File: config.mk
export PLATFORM = sky130hd
export DESIGN_NAME = tef_flags
export DESIGN_NICKNAME = d
export VERILOG_FILES = /design/src/verilog/tef_pkg.sv /design/src/verilog/tef_flags.sv
export SDC_FILE = /design/constraint.sdc
export NUM_CORES = 1
export LEC_CHECK = 0
export BUFFER_PORTS_ARGS = -buffer_cell sky130_fd_sc_hd__buf_2
export CORE_MARGIN = 5
export CORE_UTILIZATION = 46
export CTS_CLUSTER_DIAMETER = 50
export DETAILED_ROUTE_END_ITERATION = 10
export HOLD_SLACK_MARGIN = 0.06
export PLACE_DENSITY = 0.86
export SLEW_MARGIN = 20
export SYNTH_ARGS = -nofsm -noshare
export SYNTH_HDL_FRONTEND = slang
export SYNTH_SLANG_ARGS = --single-unit
File: constraint.sdc
create_clock -name clk -period 1.9 [get_ports clk]
set_input_delay 0.38 -clock clk [delete_from_list [all_inputs] [get_ports clk]]
set_output_delay 0.38 -clock clk [all_outputs]
set_load 0.02 [all_outputs]
File: src/verilog/tef_pkg.sv
// Package: register map, flag layout and event carriers of the timer event flags
package tef_pkg;

    localparam int unsigned ADDR_W = 12;
    localparam int unsigned DATA_W = 32;
    localparam int unsigned NUM_CH = 4;
    localparam int unsigned VALUE_W = 16;

    // Register offsets
    localparam logic [ADDR_W-1:0] OFS_EVENT_FLAGS = 12'h07c;
    localparam logic [ADDR_W-1:0] OFS_EVENT_MASK = 12'h0c0;
    localparam logic [ADDR_W-1:0] OFS_CH0_VALUE = 12'h090;
    localparam logic [ADDR_W-1:0] OFS_CH1_VALUE = 12'h094;
    localparam logic [ADDR_W-1:0] OFS_CH2_VALUE = 12'h098;
    localparam logic [ADDR_W-1:0] OFS_CH3_VALUE = 12'h09c;

    // Flag bit positions
    localparam int unsigned BIT_CH0_CAPCOMP = 0;
    localparam int unsigned BIT_CH0_OVERCAP = 4;
    localparam int unsigned BIT_UPDATE_ONE = 8;
    localparam int unsigned BIT_UPDATE_TWO = 9;
    localparam int unsigned BIT_TRIGGER = 10;
    localparam int unsigned BIT_FIRST_BREAK = 11;
    localparam int unsigned BIT_SECOND_BREAK = 12;

    localparam logic [DATA_W-1:0] FLAGS_RESET = 32'h0000_0000;
    localparam logic [DATA_W-1:0] MASK_RESET = 32'h0000_0000;
    // Bits that exist in the flag and mask registers; the rest read zero
    localparam logic [DATA_W-1:0] FLAGS_IMPL = 32'h0000_1fff;

    // Register bus request
    typedef struct packed {
        logic [ADDR_W-1:0] addr;
        logic [DATA_W-1:0] wdata;
        logic wr;
        logic rd;
    } tef_bus_req_type;

    // Timer-wide events, one-cycle pulses except the levels noted
    typedef struct packed {
        logic second_break;
        logic first_break;
        logic trigger;
        logic update_two;
        logic counter_wrap;
        logic update_one_generate;
        logic update_disable;       // Level
        logic slave_restart_mode;   // Level
        logic slave_trigger_input;  // Level, edge taken inside
    } tef_timer_evt_type;

    // Per-channel events
    typedef struct packed {
        logic [NUM_CH-1:0] is_input;      // Level
        logic [NUM_CH-1:0] capture;       // Pulse
        logic [NUM_CH-1:0] compare_match; // Pulse
        logic center_aligned;             // Level
    } tef_chan_evt_type;

endpackage : tef_pkg

File: src/verilog/tef_flags.sv
// Timer event and interrupt status flags with mask and interrupt output
//
// The address-and-strobe port was chosen for this implementation.
`timescale 1ns/1ps
module tef_flags (
    input wire logic clk, // 10 MHz clock
    input wire logic rstn, // Asynchronous reset, active low
    input wire tef_pkg::tef_bus_req_type bus_req, // Register bus request
    output logic [tef_pkg::DATA_W-1:0] bus_rdata, // Read data, cycle after read
    input wire tef_pkg::tef_timer_evt_type timer_evt, // Timer-wide events
    input wire tef_pkg::tef_chan_evt_type chan_evt, // Channel events
    input wire logic [4*tef_pkg::VALUE_W-1:0] chan_value, // Capture values, ch0 low
    output logic irq // Level interrupt
);

    ////////////////////////////////////////////////////////////////////////////
    // Helpers

    // Full-width compare, so no offset aliases onto a mapped register
    function automatic logic addr_hit(
        input logic [tef_pkg::ADDR_W-1:0] addr,
        input logic [tef_pkg::ADDR_W-1:0] ofs
    );
        return addr == ofs;
    endfunction : addr_hit

    // One capture value lane out of the packed channel bus
    function automatic logic [tef_pkg::VALUE_W-1:0] value_lane(
        input logic [4*tef_pkg::VALUE_W-1:0] values,
        input int ch
    );
        return values[ch*tef_pkg::VALUE_W +: tef_pkg::VALUE_W];
    endfunction : value_lane

    // Keeps only the bits that exist in the flag and mask layout
    function automatic logic [tef_pkg::DATA_W-1:0] implemented(
        input logic [tef_pkg::DATA_W-1:0] word
    );
        return word & tef_pkg::FLAGS_IMPL;
    endfunction : implemented

    // Sticky update: the set term goes last, so an event beats a clear
    function automatic logic [tef_pkg::DATA_W-1:0] sticky_next(
        input logic [tef_pkg::DATA_W-1:0] cur,
        input logic [tef_pkg::DATA_W-1:0] set_bits,
        input logic [tef_pkg::DATA_W-1:0] clr_bits
    );
        return set_bits | (cur & ~clr_bits);
    endfunction : sticky_next

    // Pending and enabled within one group of channel flags
    function automatic logic group_pending(
        input logic [tef_pkg::NUM_CH-1:0] flags,
        input logic [tef_pkg::NUM_CH-1:0] enables
    );
        return |(flags & enables);
    endfunction : group_pending

    ////////////////////////////////////////////////////////////////////////////
    // Register map

    // 0x07c timer_event_flags: sticky, write 0 clears, write 1 keeps
    // 0x0c0 event mask: same layout, read and write, 1 enables the interrupt
    // 0x090 to 0x09c: channel 0 to 3 capture values, read only, low half
    // Any other offset: writes ignored, reads return zero

    // Flag layout
    //   [12] second_break_flag
    //   [11] first_break_flag
    //   [10] trigger_event_flag
    //   [9] update_two_flag
    //   [8] update_one_flag
    //   [7:4] over-capture flags of channels 3 to 0
    //   [3:0] capture/compare flags of channels 3 to 0
    //   [31:13] reserved, read zero

    // Timing
    // A flag reads back from the cycle after its event, and irq rises at the same edge
    // Read data stand only in the cycle after the read strobe
    // A read in the cycle of an event returns the old word; software must poll again

    ////////////////////////////////////////////////////////////////////////////
    // Decode

    logic [tef_pkg::DATA_W-1:0] flags_q;
    logic [tef_pkg::DATA_W-1:0] flags_d;
    logic [tef_pkg::DATA_W-1:0] mask_q;
    logic [tef_pkg::DATA_W-1:0] rdata_q;
    logic [tef_pkg::DATA_W-1:0] rdata_d;
    logic trig_prev_q;

    // Named views of the stored flags
    wire second_break_flag = flags_q[tef_pkg::BIT_SECOND_BREAK];
    wire first_break_flag = flags_q[tef_pkg::BIT_FIRST_BREAK];
    wire trigger_event_flag = flags_q[tef_pkg::BIT_TRIGGER];
    wire update_two_flag = flags_q[tef_pkg::BIT_UPDATE_TWO];
    wire update_one_flag = flags_q[tef_pkg::BIT_UPDATE_ONE];
    wire [tef_pkg::NUM_CH-1:0] overcap_flags =
        flags_q[tef_pkg::BIT_CH0_OVERCAP +: tef_pkg::NUM_CH];
    wire [tef_pkg::NUM_CH-1:0] capcomp_flags =
        flags_q[tef_pkg::BIT_CH0_CAPCOMP +: tef_pkg::NUM_CH];

    // Matching interrupt enables
    wire [tef_pkg::NUM_CH-1:0] overcap_enables =
        mask_q[tef_pkg::BIT_CH0_OVERCAP +: tef_pkg::NUM_CH];
    wire [tef_pkg::NUM_CH-1:0] capcomp_enables =
        mask_q[tef_pkg::BIT_CH0_CAPCOMP +: tef_pkg::NUM_CH];

    // Register selects
    wire hit_flags = addr_hit(bus_req.addr, tef_pkg::OFS_EVENT_FLAGS);
    wire hit_mask = addr_hit(bus_req.addr, tef_pkg::OFS_EVENT_MASK);
    wire hit_ch0 = addr_hit(bus_req.addr, tef_pkg::OFS_CH0_VALUE);
    wire hit_ch1 = addr_hit(bus_req.addr, tef_pkg::OFS_CH1_VALUE);
    wire hit_ch2 = addr_hit(bus_req.addr, tef_pkg::OFS_CH2_VALUE);
    wire hit_ch3 = addr_hit(bus_req.addr, tef_pkg::OFS_CH3_VALUE);
    wire [tef_pkg::NUM_CH-1:0] hit_value = {hit_ch3, hit_ch2, hit_ch1, hit_ch0};

    // Strobes qualified by their register
    wire wr_flags = bus_req.wr && hit_flags;
    wire wr_mask = bus_req.wr && hit_mask;
    wire rd_flags = bus_req.rd && hit_flags;
    wire rd_mask = bus_req.rd && hit_mask;
    wire [tef_pkg::NUM_CH-1:0] rd_value = {tef_pkg::NUM_CH{bus_req.rd}} & hit_value;

    ////////////////////////////////////////////////////////////////////////////
    // Set terms

    // Edge against last cycle's level; the trigger is on this clock, so no synchroniser
    wire trig_rise = timer_evt.slave_trigger_input && !trig_prev_q;
    wire upd_wrap = timer_evt.counter_wrap;
    wire upd_gen = timer_evt.update_one_generate && !timer_evt.update_disable;
    wire upd_slave = trig_rise && timer_evt.slave_restart_mode && !timer_evt.update_disable;

    // Compare matches count only in edge-aligned counting
    wire edge_aligned = !chan_evt.center_aligned;

    wire [tef_pkg::NUM_CH-1:0] cap_in;
    wire [tef_pkg::NUM_CH-1:0] match_out;
    wire [tef_pkg::NUM_CH-1:0] capcomp_set;
    wire [tef_pkg::NUM_CH-1:0] overcap_set;
    wire [tef_pkg::NUM_CH-1:0] rd_clr;

    for (genvar ch = 0; ch < tef_pkg::NUM_CH; ch++) begin : g_chan
        assign cap_in[ch] = chan_evt.capture[ch] && chan_evt.is_input[ch];
        assign match_out[ch] = chan_evt.compare_match[ch] && !chan_evt.is_input[ch]
                               && edge_aligned;
        assign capcomp_set[ch] = cap_in[ch] || match_out[ch];
        assign overcap_set[ch] = cap_in[ch] && capcomp_flags[ch];
        assign rd_clr[ch] = rd_value[ch] && chan_evt.is_input[ch];
    end

    wire set_second_break = timer_evt.second_break;
    wire set_first_break = timer_evt.first_break;
    wire set_trigger = timer_evt.trigger;
    wire set_update_two = timer_evt.update_two;
    wire set_update_one = upd_wrap || upd_gen || upd_slave;

    // Flag positions are spread out, so the vector is built field by field
    logic [tef_pkg::DATA_W-1:0] set_vec;
    always_comb begin
        set_vec = '0;
        set_vec[tef_pkg::BIT_CH0_CAPCOMP +: tef_pkg::NUM_CH] = capcomp_set;
        set_vec[tef_pkg::BIT_CH0_OVERCAP +: tef_pkg::NUM_CH] = overcap_set;
        set_vec[tef_pkg::BIT_UPDATE_ONE] = set_update_one;
        set_vec[tef_pkg::BIT_UPDATE_TWO] = set_update_two;
        set_vec[tef_pkg::BIT_TRIGGER] = set_trigger;
        set_vec[tef_pkg::BIT_FIRST_BREAK] = set_first_break;
        set_vec[tef_pkg::BIT_SECOND_BREAK] = set_second_break;
    end

    ////////////////////////////////////////////////////////////////////////////
    // Clear terms

    wire [tef_pkg::DATA_W-1:0] sw_clr = wr_flags ? ~bus_req.wdata : '0;
    logic [tef_pkg::DATA_W-1:0] clr_vec;
    always_comb begin
        clr_vec = sw_clr;
        clr_vec[tef_pkg::BIT_CH0_CAPCOMP +: tef_pkg::NUM_CH] =
            sw_clr[tef_pkg::BIT_CH0_CAPCOMP +: tef_pkg::NUM_CH] | rd_clr;
    end

    assign flags_d = implemented(sticky_next(flags_q, set_vec, clr_vec));

    ////////////////////////////////////////////////////////////////////////////
    // Read path

    wire [tef_pkg::DATA_W-1:0] flags_word = implemented(flags_q);
    wire [tef_pkg::DATA_W-1:0] mask_word = implemented(mask_q);

    // Selects are one-hot, so the loop order does not matter
    logic [tef_pkg::VALUE_W-1:0] value_sel;
    always_comb begin
        value_sel = '0;
        for (int i = 0; i < tef_pkg::NUM_CH; i++) begin
            if (rd_value[i]) begin
                value_sel = value_lane(chan_value, i);
            end
        end
    end
    wire [tef_pkg::DATA_W-1:0] value_word = {{(tef_pkg::DATA_W-tef_pkg::VALUE_W){1'h0}}, value_sel};

    // Idle cycles and unmapped offsets give zero, so read data stand one cycle only
    always_comb begin
        rdata_d = '0;
        if (rd_flags) begin
            rdata_d = flags_word;
        end else if (rd_mask) begin
            rdata_d = mask_word;
        end else if (|rd_value) begin
            rdata_d = value_word;
        end
    end

    ////////////////////////////////////////////////////////////////////////////
    // Registers

    // Flags; the reset branch loads constants only
    always_ff @(posedge clk or negedge rstn) begin
        if (!rstn) begin
            flags_q <= tef_pkg::FLAGS_RESET;
        end else begin
            flags_q <= flags_d;
        end
    end

    // Mask: same layout as the flags, unimplemented bits stay zero
    always_ff @(posedge clk or negedge rstn) begin
        if (!rstn) begin
            mask_q <= tef_pkg::MASK_RESET;
        end else if (wr_mask) begin
            mask_q <= implemented(bus_req.wdata);
        end
    end

    // Read data stand one cycle, then fall back to zero
    always_ff @(posedge clk or negedge rstn) begin
        if (!rstn) begin
            rdata_q <= '0;
        end else begin
            rdata_q <= rdata_d;
        end
    end

    // Trigger history resets low, the idle level, so a line held high at release edges once
    always_ff @(posedge clk or negedge rstn) begin
        if (!rstn) begin
            trig_prev_q <= 1'h0;
        end else begin
            trig_prev_q <= timer_evt.slave_trigger_input;
        end
    end

    ////////////////////////////////////////////////////////////////////////////
    // Outputs

    assign bus_rdata = rdata_q;

    // Pending and enabled, one term per timer-wide source and one per channel group
    wire irq_second_break = second_break_flag && mask_q[tef_pkg::BIT_SECOND_BREAK];
    wire irq_first_break = first_break_flag && mask_q[tef_pkg::BIT_FIRST_BREAK];
    wire irq_trigger = trigger_event_flag && mask_q[tef_pkg::BIT_TRIGGER];
    wire irq_update_two = update_two_flag && mask_q[tef_pkg::BIT_UPDATE_TWO];
    wire irq_update_one = update_one_flag && mask_q[tef_pkg::BIT_UPDATE_ONE];
    wire irq_overcap = group_pending(overcap_flags, overcap_enables);
    wire irq_capcomp = group_pending(capcomp_flags, capcomp_enables);

    // Level interrupt follows the registered flags, so it lags an event by one edge
    assign irq = irq_second_break || irq_first_break || irq_trigger || irq_update_two
                 || irq_update_one || irq_overcap || irq_capcomp;

endmodule : tef_flags

# After elaboration in Yosys (flattened, before gate mapping)
# Cells that the tools add are included.
[totals]
ff_bits = 59
inputBits = 134
out_inout_bits = 33
elab_cells = 81
[op_classes]
n_eq_ne = 6
muxes = 8
bitwise = 8
n_reduce_logical = 55
[op_table]
columns = ["cell", "n"]
rows = [
  ["two-way mux 16 bit", 5],
  ["two-way mux 32 bit", 2],
  ["== test 12 x 8 -> 1 bit, second input constant", 5],
  ["logical AND 1 bit", 33],
  ["inverter 13 bit", 2],
  ["bitwise AND 13 bit", 1],
  ["two-way mux 13 bit", 1],
  ["bitwise OR 13 bit", 1],
  ["bitwise AND 4 bit", 3],
  ["== test 12 x 7 -> 1 bit, second input constant", 1],
  ["logical OR 1 bit", 12],
  ["OR reduction 4 bit", 3],
  ["logical NOT 1 bit", 7],
  ["bitwise OR 4 bit", 1],
]

# Longest topological paths before layout
[depth]
word_depth = 9
depth_mapped = 6

# Least setup slack after synthesis
# OpenSTA, ideal clock, no wires.
[synth_timing]
path_type = "input to register"
start = "input port bus_req[36] (netlist bit)"
end = "register mask_q[10] (netlist bit)"
setup_ps = 125
arrival_time_ps = 1630
t_required_ps = 1775
path_slack_ps = 146
path_stages = 6
path_cell_list = "buf_2 -> nor2_1 -> nand4b_1 -> nor2_1 -> buf_2 -> mux2_2"
[synth_between]
elab_chain_len = 2
[synth_lines]
columns = ["item", "line_no", "source"]
rows = [
  ["start, declared", "tef_flags.sv:8", "input wire tef_pkg::tef_bus_req_type bus_req,"],
  ["== test 12 x 8 -> 1 bit", "tef_flags.sv:24", "return addr == ofs;"],
  ["logical AND 1 bit", "tef_flags.sv:120", "wire wr_mask = bus_req.wr && hit_mask;"],
  ["end signal, assigned", "tef_flags.sv:229", "mask_q <= tef_pkg::MASK_RESET;"],
  ["end signal, assigned", "tef_flags.sv:231", "mask_q <= implemented(bus_req.wdata);"],
  ["end, declared", "tef_flags.sv:87", "logic [tef_pkg::DATA_W-1:0] mask_q;"],
]
# No other way between the ends.
# A chain may end at the register's enable or synchronous reset.

# Worst setup path after layout
[layout_timing]
start = "register flags_q[0] (netlist bit)"
end = "output port irq"
[layout_between]
elab_chain_len = 3
[layout_lines]
columns = ["item", "line_no", "source"]
rows = [
  ["start, declared", "tef_flags.sv:85", "logic [tef_pkg::DATA_W-1:0] flags_q;"],
  ["start signal, assigned", "tef_flags.sv:220", "flags_q <= tef_pkg::FLAGS_RESET;"],
  ["start signal, assigned", "tef_flags.sv:222", "flags_q <= flags_d;"],
  ["bitwise AND 4 bit", "tef_flags.sv:56", "return |(flags & enables);"],
  ["OR reduction 4 bit", "tef_flags.sv:56", ""],
  ["logical OR 1 bit", "tef_flags.sv:269", "|| irq_update_one || irq_overcap || irq_capcomp;"],
  ["end, declared", "tef_flags.sv:13", "output logic irq"],
]
# No other way between the ends.

==> qor.csv <==
metric,value,unit
outcome,finished clean,
die area,0.00722,mm^2
Power Density,553,mW/mm^2
worst reg-to-reg setup slack,760,ps
setup TNS,0,ps
reg2reg start,mask_q[3]$_DFFE_PN0P_,
row cnt,27,
Clock Path Buffers,2,
r2r endpoint,bus_rdata[3]$_DFF_PN0_,
worst hold path class,input port to async pin,
Final WS setup,57.4,ps
Placer Congestion,0.967,
CTS tree,done,
drt via density,5.40,
Final #Nets,517,
Pwr Total,1.91,mW
ratio of cells with drive above 1 in the final layout,0.491,
maxcap violations,0,
"Arr. time, crit path",1460,ps
count of cell types in the netlist,35,
Place WS,-71.2,ps
Final ANT Viol Nets,0,
Sink Count,43,
vias in the first global route,2552,
Fin. Hold Viols,0,
Tcrit/Tclk final,0.970,
Peak Freq,0.543,GHz
Die Y-Extent,85.0,um
skew final,8.43,ps
Finished Layout Cells,455,
Critical Path Sink Type,output port,
cts bufs inserted,5,
Mapped Area,0.00258,mm^2
Post-route DRC,0,
largest net degree at the start of global routing,44,
min Tclk post-route,1840,ps
placed cell count,443,
CP required,1520,ps
static leakage,1.63,nW
Peak supply drop,382,uV
Critical Path Source Type,register,
Seq cells post-synth,43,
Starting Density,0.472,
first-pass GRT wire length,11900,um
GRT Util Overall,0.202,
CTS Root Cell,clkbuf_8,
Mapped Avg Cell Area,10.6,um^2
Slew HR,0.642,
Setup CP Type,register to output port,
RSZ-0062 raised after global routing,false,
Worst-Margin Slew,537,ps
DR WL/cell,16.1,um
worst-skew pair later-pin latency,290,ps
GRT overflow,0,
I/O pin cnt,167,
Die X,85.0,um
H-tree Lvls,2,
"Seq/Total Area, Yosys",0.416,
Mapped Cells,245,
initial antenna violation count,0,
Yosys warnings,0,
Port Buffers,131,
Reg2Reg Depth,3,
Clock transition at path regs,80,ps
area of the core,0.00547,mm^2
DR vias,2455,
crit path from,flags_q[0]$_DFF_PN0_,
TritonRoute pass-1 iters,5,
final wirelength,7350,um
maximum fanout along the worst path,4,
initial DRC count,201,
Final Max Slew Viols,0,
DP Wirelength,6010,um
Final Setup Violations,0,
Antenna diodes,0,
area grow syn2layout,33.6,%
sequential cells by signal (all words and copies together), names as in the netlist:
signal	flops
flags_q	13
trig_prev_q	1
mask_q	13
bus_rdata	16
layer usage:
metal  global-route usage  share of wire
met5                    0              0
met4               0.0576          0.017
met3               0.0583           0.10
met1                0.246           0.38
met2                0.347           0.51
layout make-up:
class / instances / area, um^2
flip-flops and latches: 43 / 1080
repair buffers: 146 / 796
clock buffers: 5 / 68.8
inverters: 2 / 7.51
well taps: 72 / 90.1
multi-input cells: 185 / 1380
clock inverters: 2 / 37.5
fillers: 464 / 2020
metrics by stage:
step / util / hold WS [ps] / cell area, um^2
after floorplan: - / 84.4 / 2640
after global placement: 0.602 / 476 / 3300
after global routing: 0.631 / 198 / 3450
after CTS: 0.622 / 163 / 3400
final: 0.631 / 147 / 3450
after detailed placement: 0.602 / 482 / 3300
cell families after synthesis:
group | Yosys count | share of synthesized area
compound gates | 40 | 0.102
mux | 29 | 0.196
flops | 43 | 0.416
simple gates | 100 | 0.207
buf+inv | 32 | 0.0770
other cells | 1 | 0.00145
critical path, cell delays in order (launching register included):
cell and delay (ps):
dfrtp_1 440, a22o_1 210, a221oi_1 230, nand3_1 110, buf_4 180
Yosys cell counts:
| cell | n | area [um^2] |
|---|---|---|
| a22o_1 | 1 | 8.76 |
| nor2b_1 | 1 | 6.26 |
| o211ai_1 | 1 | 7.51 |
| a222oi_1 | 1 | 10.0 |
| o21ai_0 | 11 | 55.1 |
| nor3b_1 | 1 | 7.51 |
| o31ai_1 | 2 | 15.0 |
| buf_2 | 6 | 30.0 |
| nand4_1 | 2 | 12.5 |
| a31oi_1 | 14 | 87.6 |
| nor4bb_1 | 1 | 10.0 |
| or4_1 | 14 | 105 |
| nor3b_4 | 1 | 18.8 |
| nor4_4 | 1 | 21.3 |
| nand4bb_1 | 1 | 11.3 |
| buf_6 | 1 | 11.3 |
| conb_1 | 1 | 3.75 |
| nand3_2 | 1 | 10.0 |
| nand3_1 | 6 | 30.0 |
| and2_1 | 4 | 25.0 |
| inv_1 | 2 | 7.51 |
| nand2b_1 | 4 | 25.0 |
| nor2_1 | 22 | 82.6 |
| mux2_2 | 13 | 146 |
| clkbuf_1 | 6 | 22.5 |
| o221ai_1 | 2 | 17.5 |
| and4b_1 | 1 | 10.0 |
| mux4_2 | 16 | 360 |
| nand2_1 | 38 | 143 |
| a22oi_1 | 6 | 45.0 |
| or3b_2 | 1 | 8.76 |
| buf_4 | 17 | 128 |
| nand4b_1 | 1 | 8.76 |
| a221oi_1 | 2 | 17.5 |
| dfrtp_1 | 43 | 1080 |
worst max path at each step:
stage / endpoint / slack (ps)
after floorplan: mask_q[10]$_DFFE_PN0P_ / 150
after global placement: bus_rdata[3]$_DFF_PN0_ / -40
after detailed placement: bus_rdata[3]$_DFF_PN0_ / -70
after CTS: irq / 30
after global routing: irq / 0.8
final: irq / 60
placed cells by master, fill, tap and decap left out, types with 2 or more instances in the layout:
| master | n |
|---|---|
| nand3_1 | 6 |
| nand4_1 | 2 |
| nand2_1 | 38 |
| inv_1 | 2 |
| a31oi_1 | 14 |
| a22oi_1 | 5 |
| buf_4 | 14 |
| mux4_2 | 16 |
| buf_12 | 2 |
| mux2_2 | 13 |
| conb_1 | 16 |
| o21ai_0 | 11 |
| nor2_1 | 22 |
| or4_1 | 14 |
| o221ai_1 | 2 |
| o31ai_1 | 2 |
| nand2b_1 | 4 |
| and2_1 | 4 |
| clkbuf_8 | 5 |
| buf_2 | 130 |
| dfrtp_1 | 43 |
power breakdown:
part / internal [mW] / switching, mW / total [mW]
logic: 0.166 / 0.152 / 0.318
registers: 0.917 / 0.00147 / 0.918
clock network: 0.384 / 0.291 / 0.675
repair_timing:
| item | in CTS | in global routing |
|---|---|---|
| endpoints found under the setup margin | 0 | 1 |
| resized for setup | 0 | 3 |
| setup buffers | 0 | 5 |
| hold buffers | 0 | 0 |
| endpoints found under the hold margin | 0 | 0 |
Power figures use the tool's default switching activity.
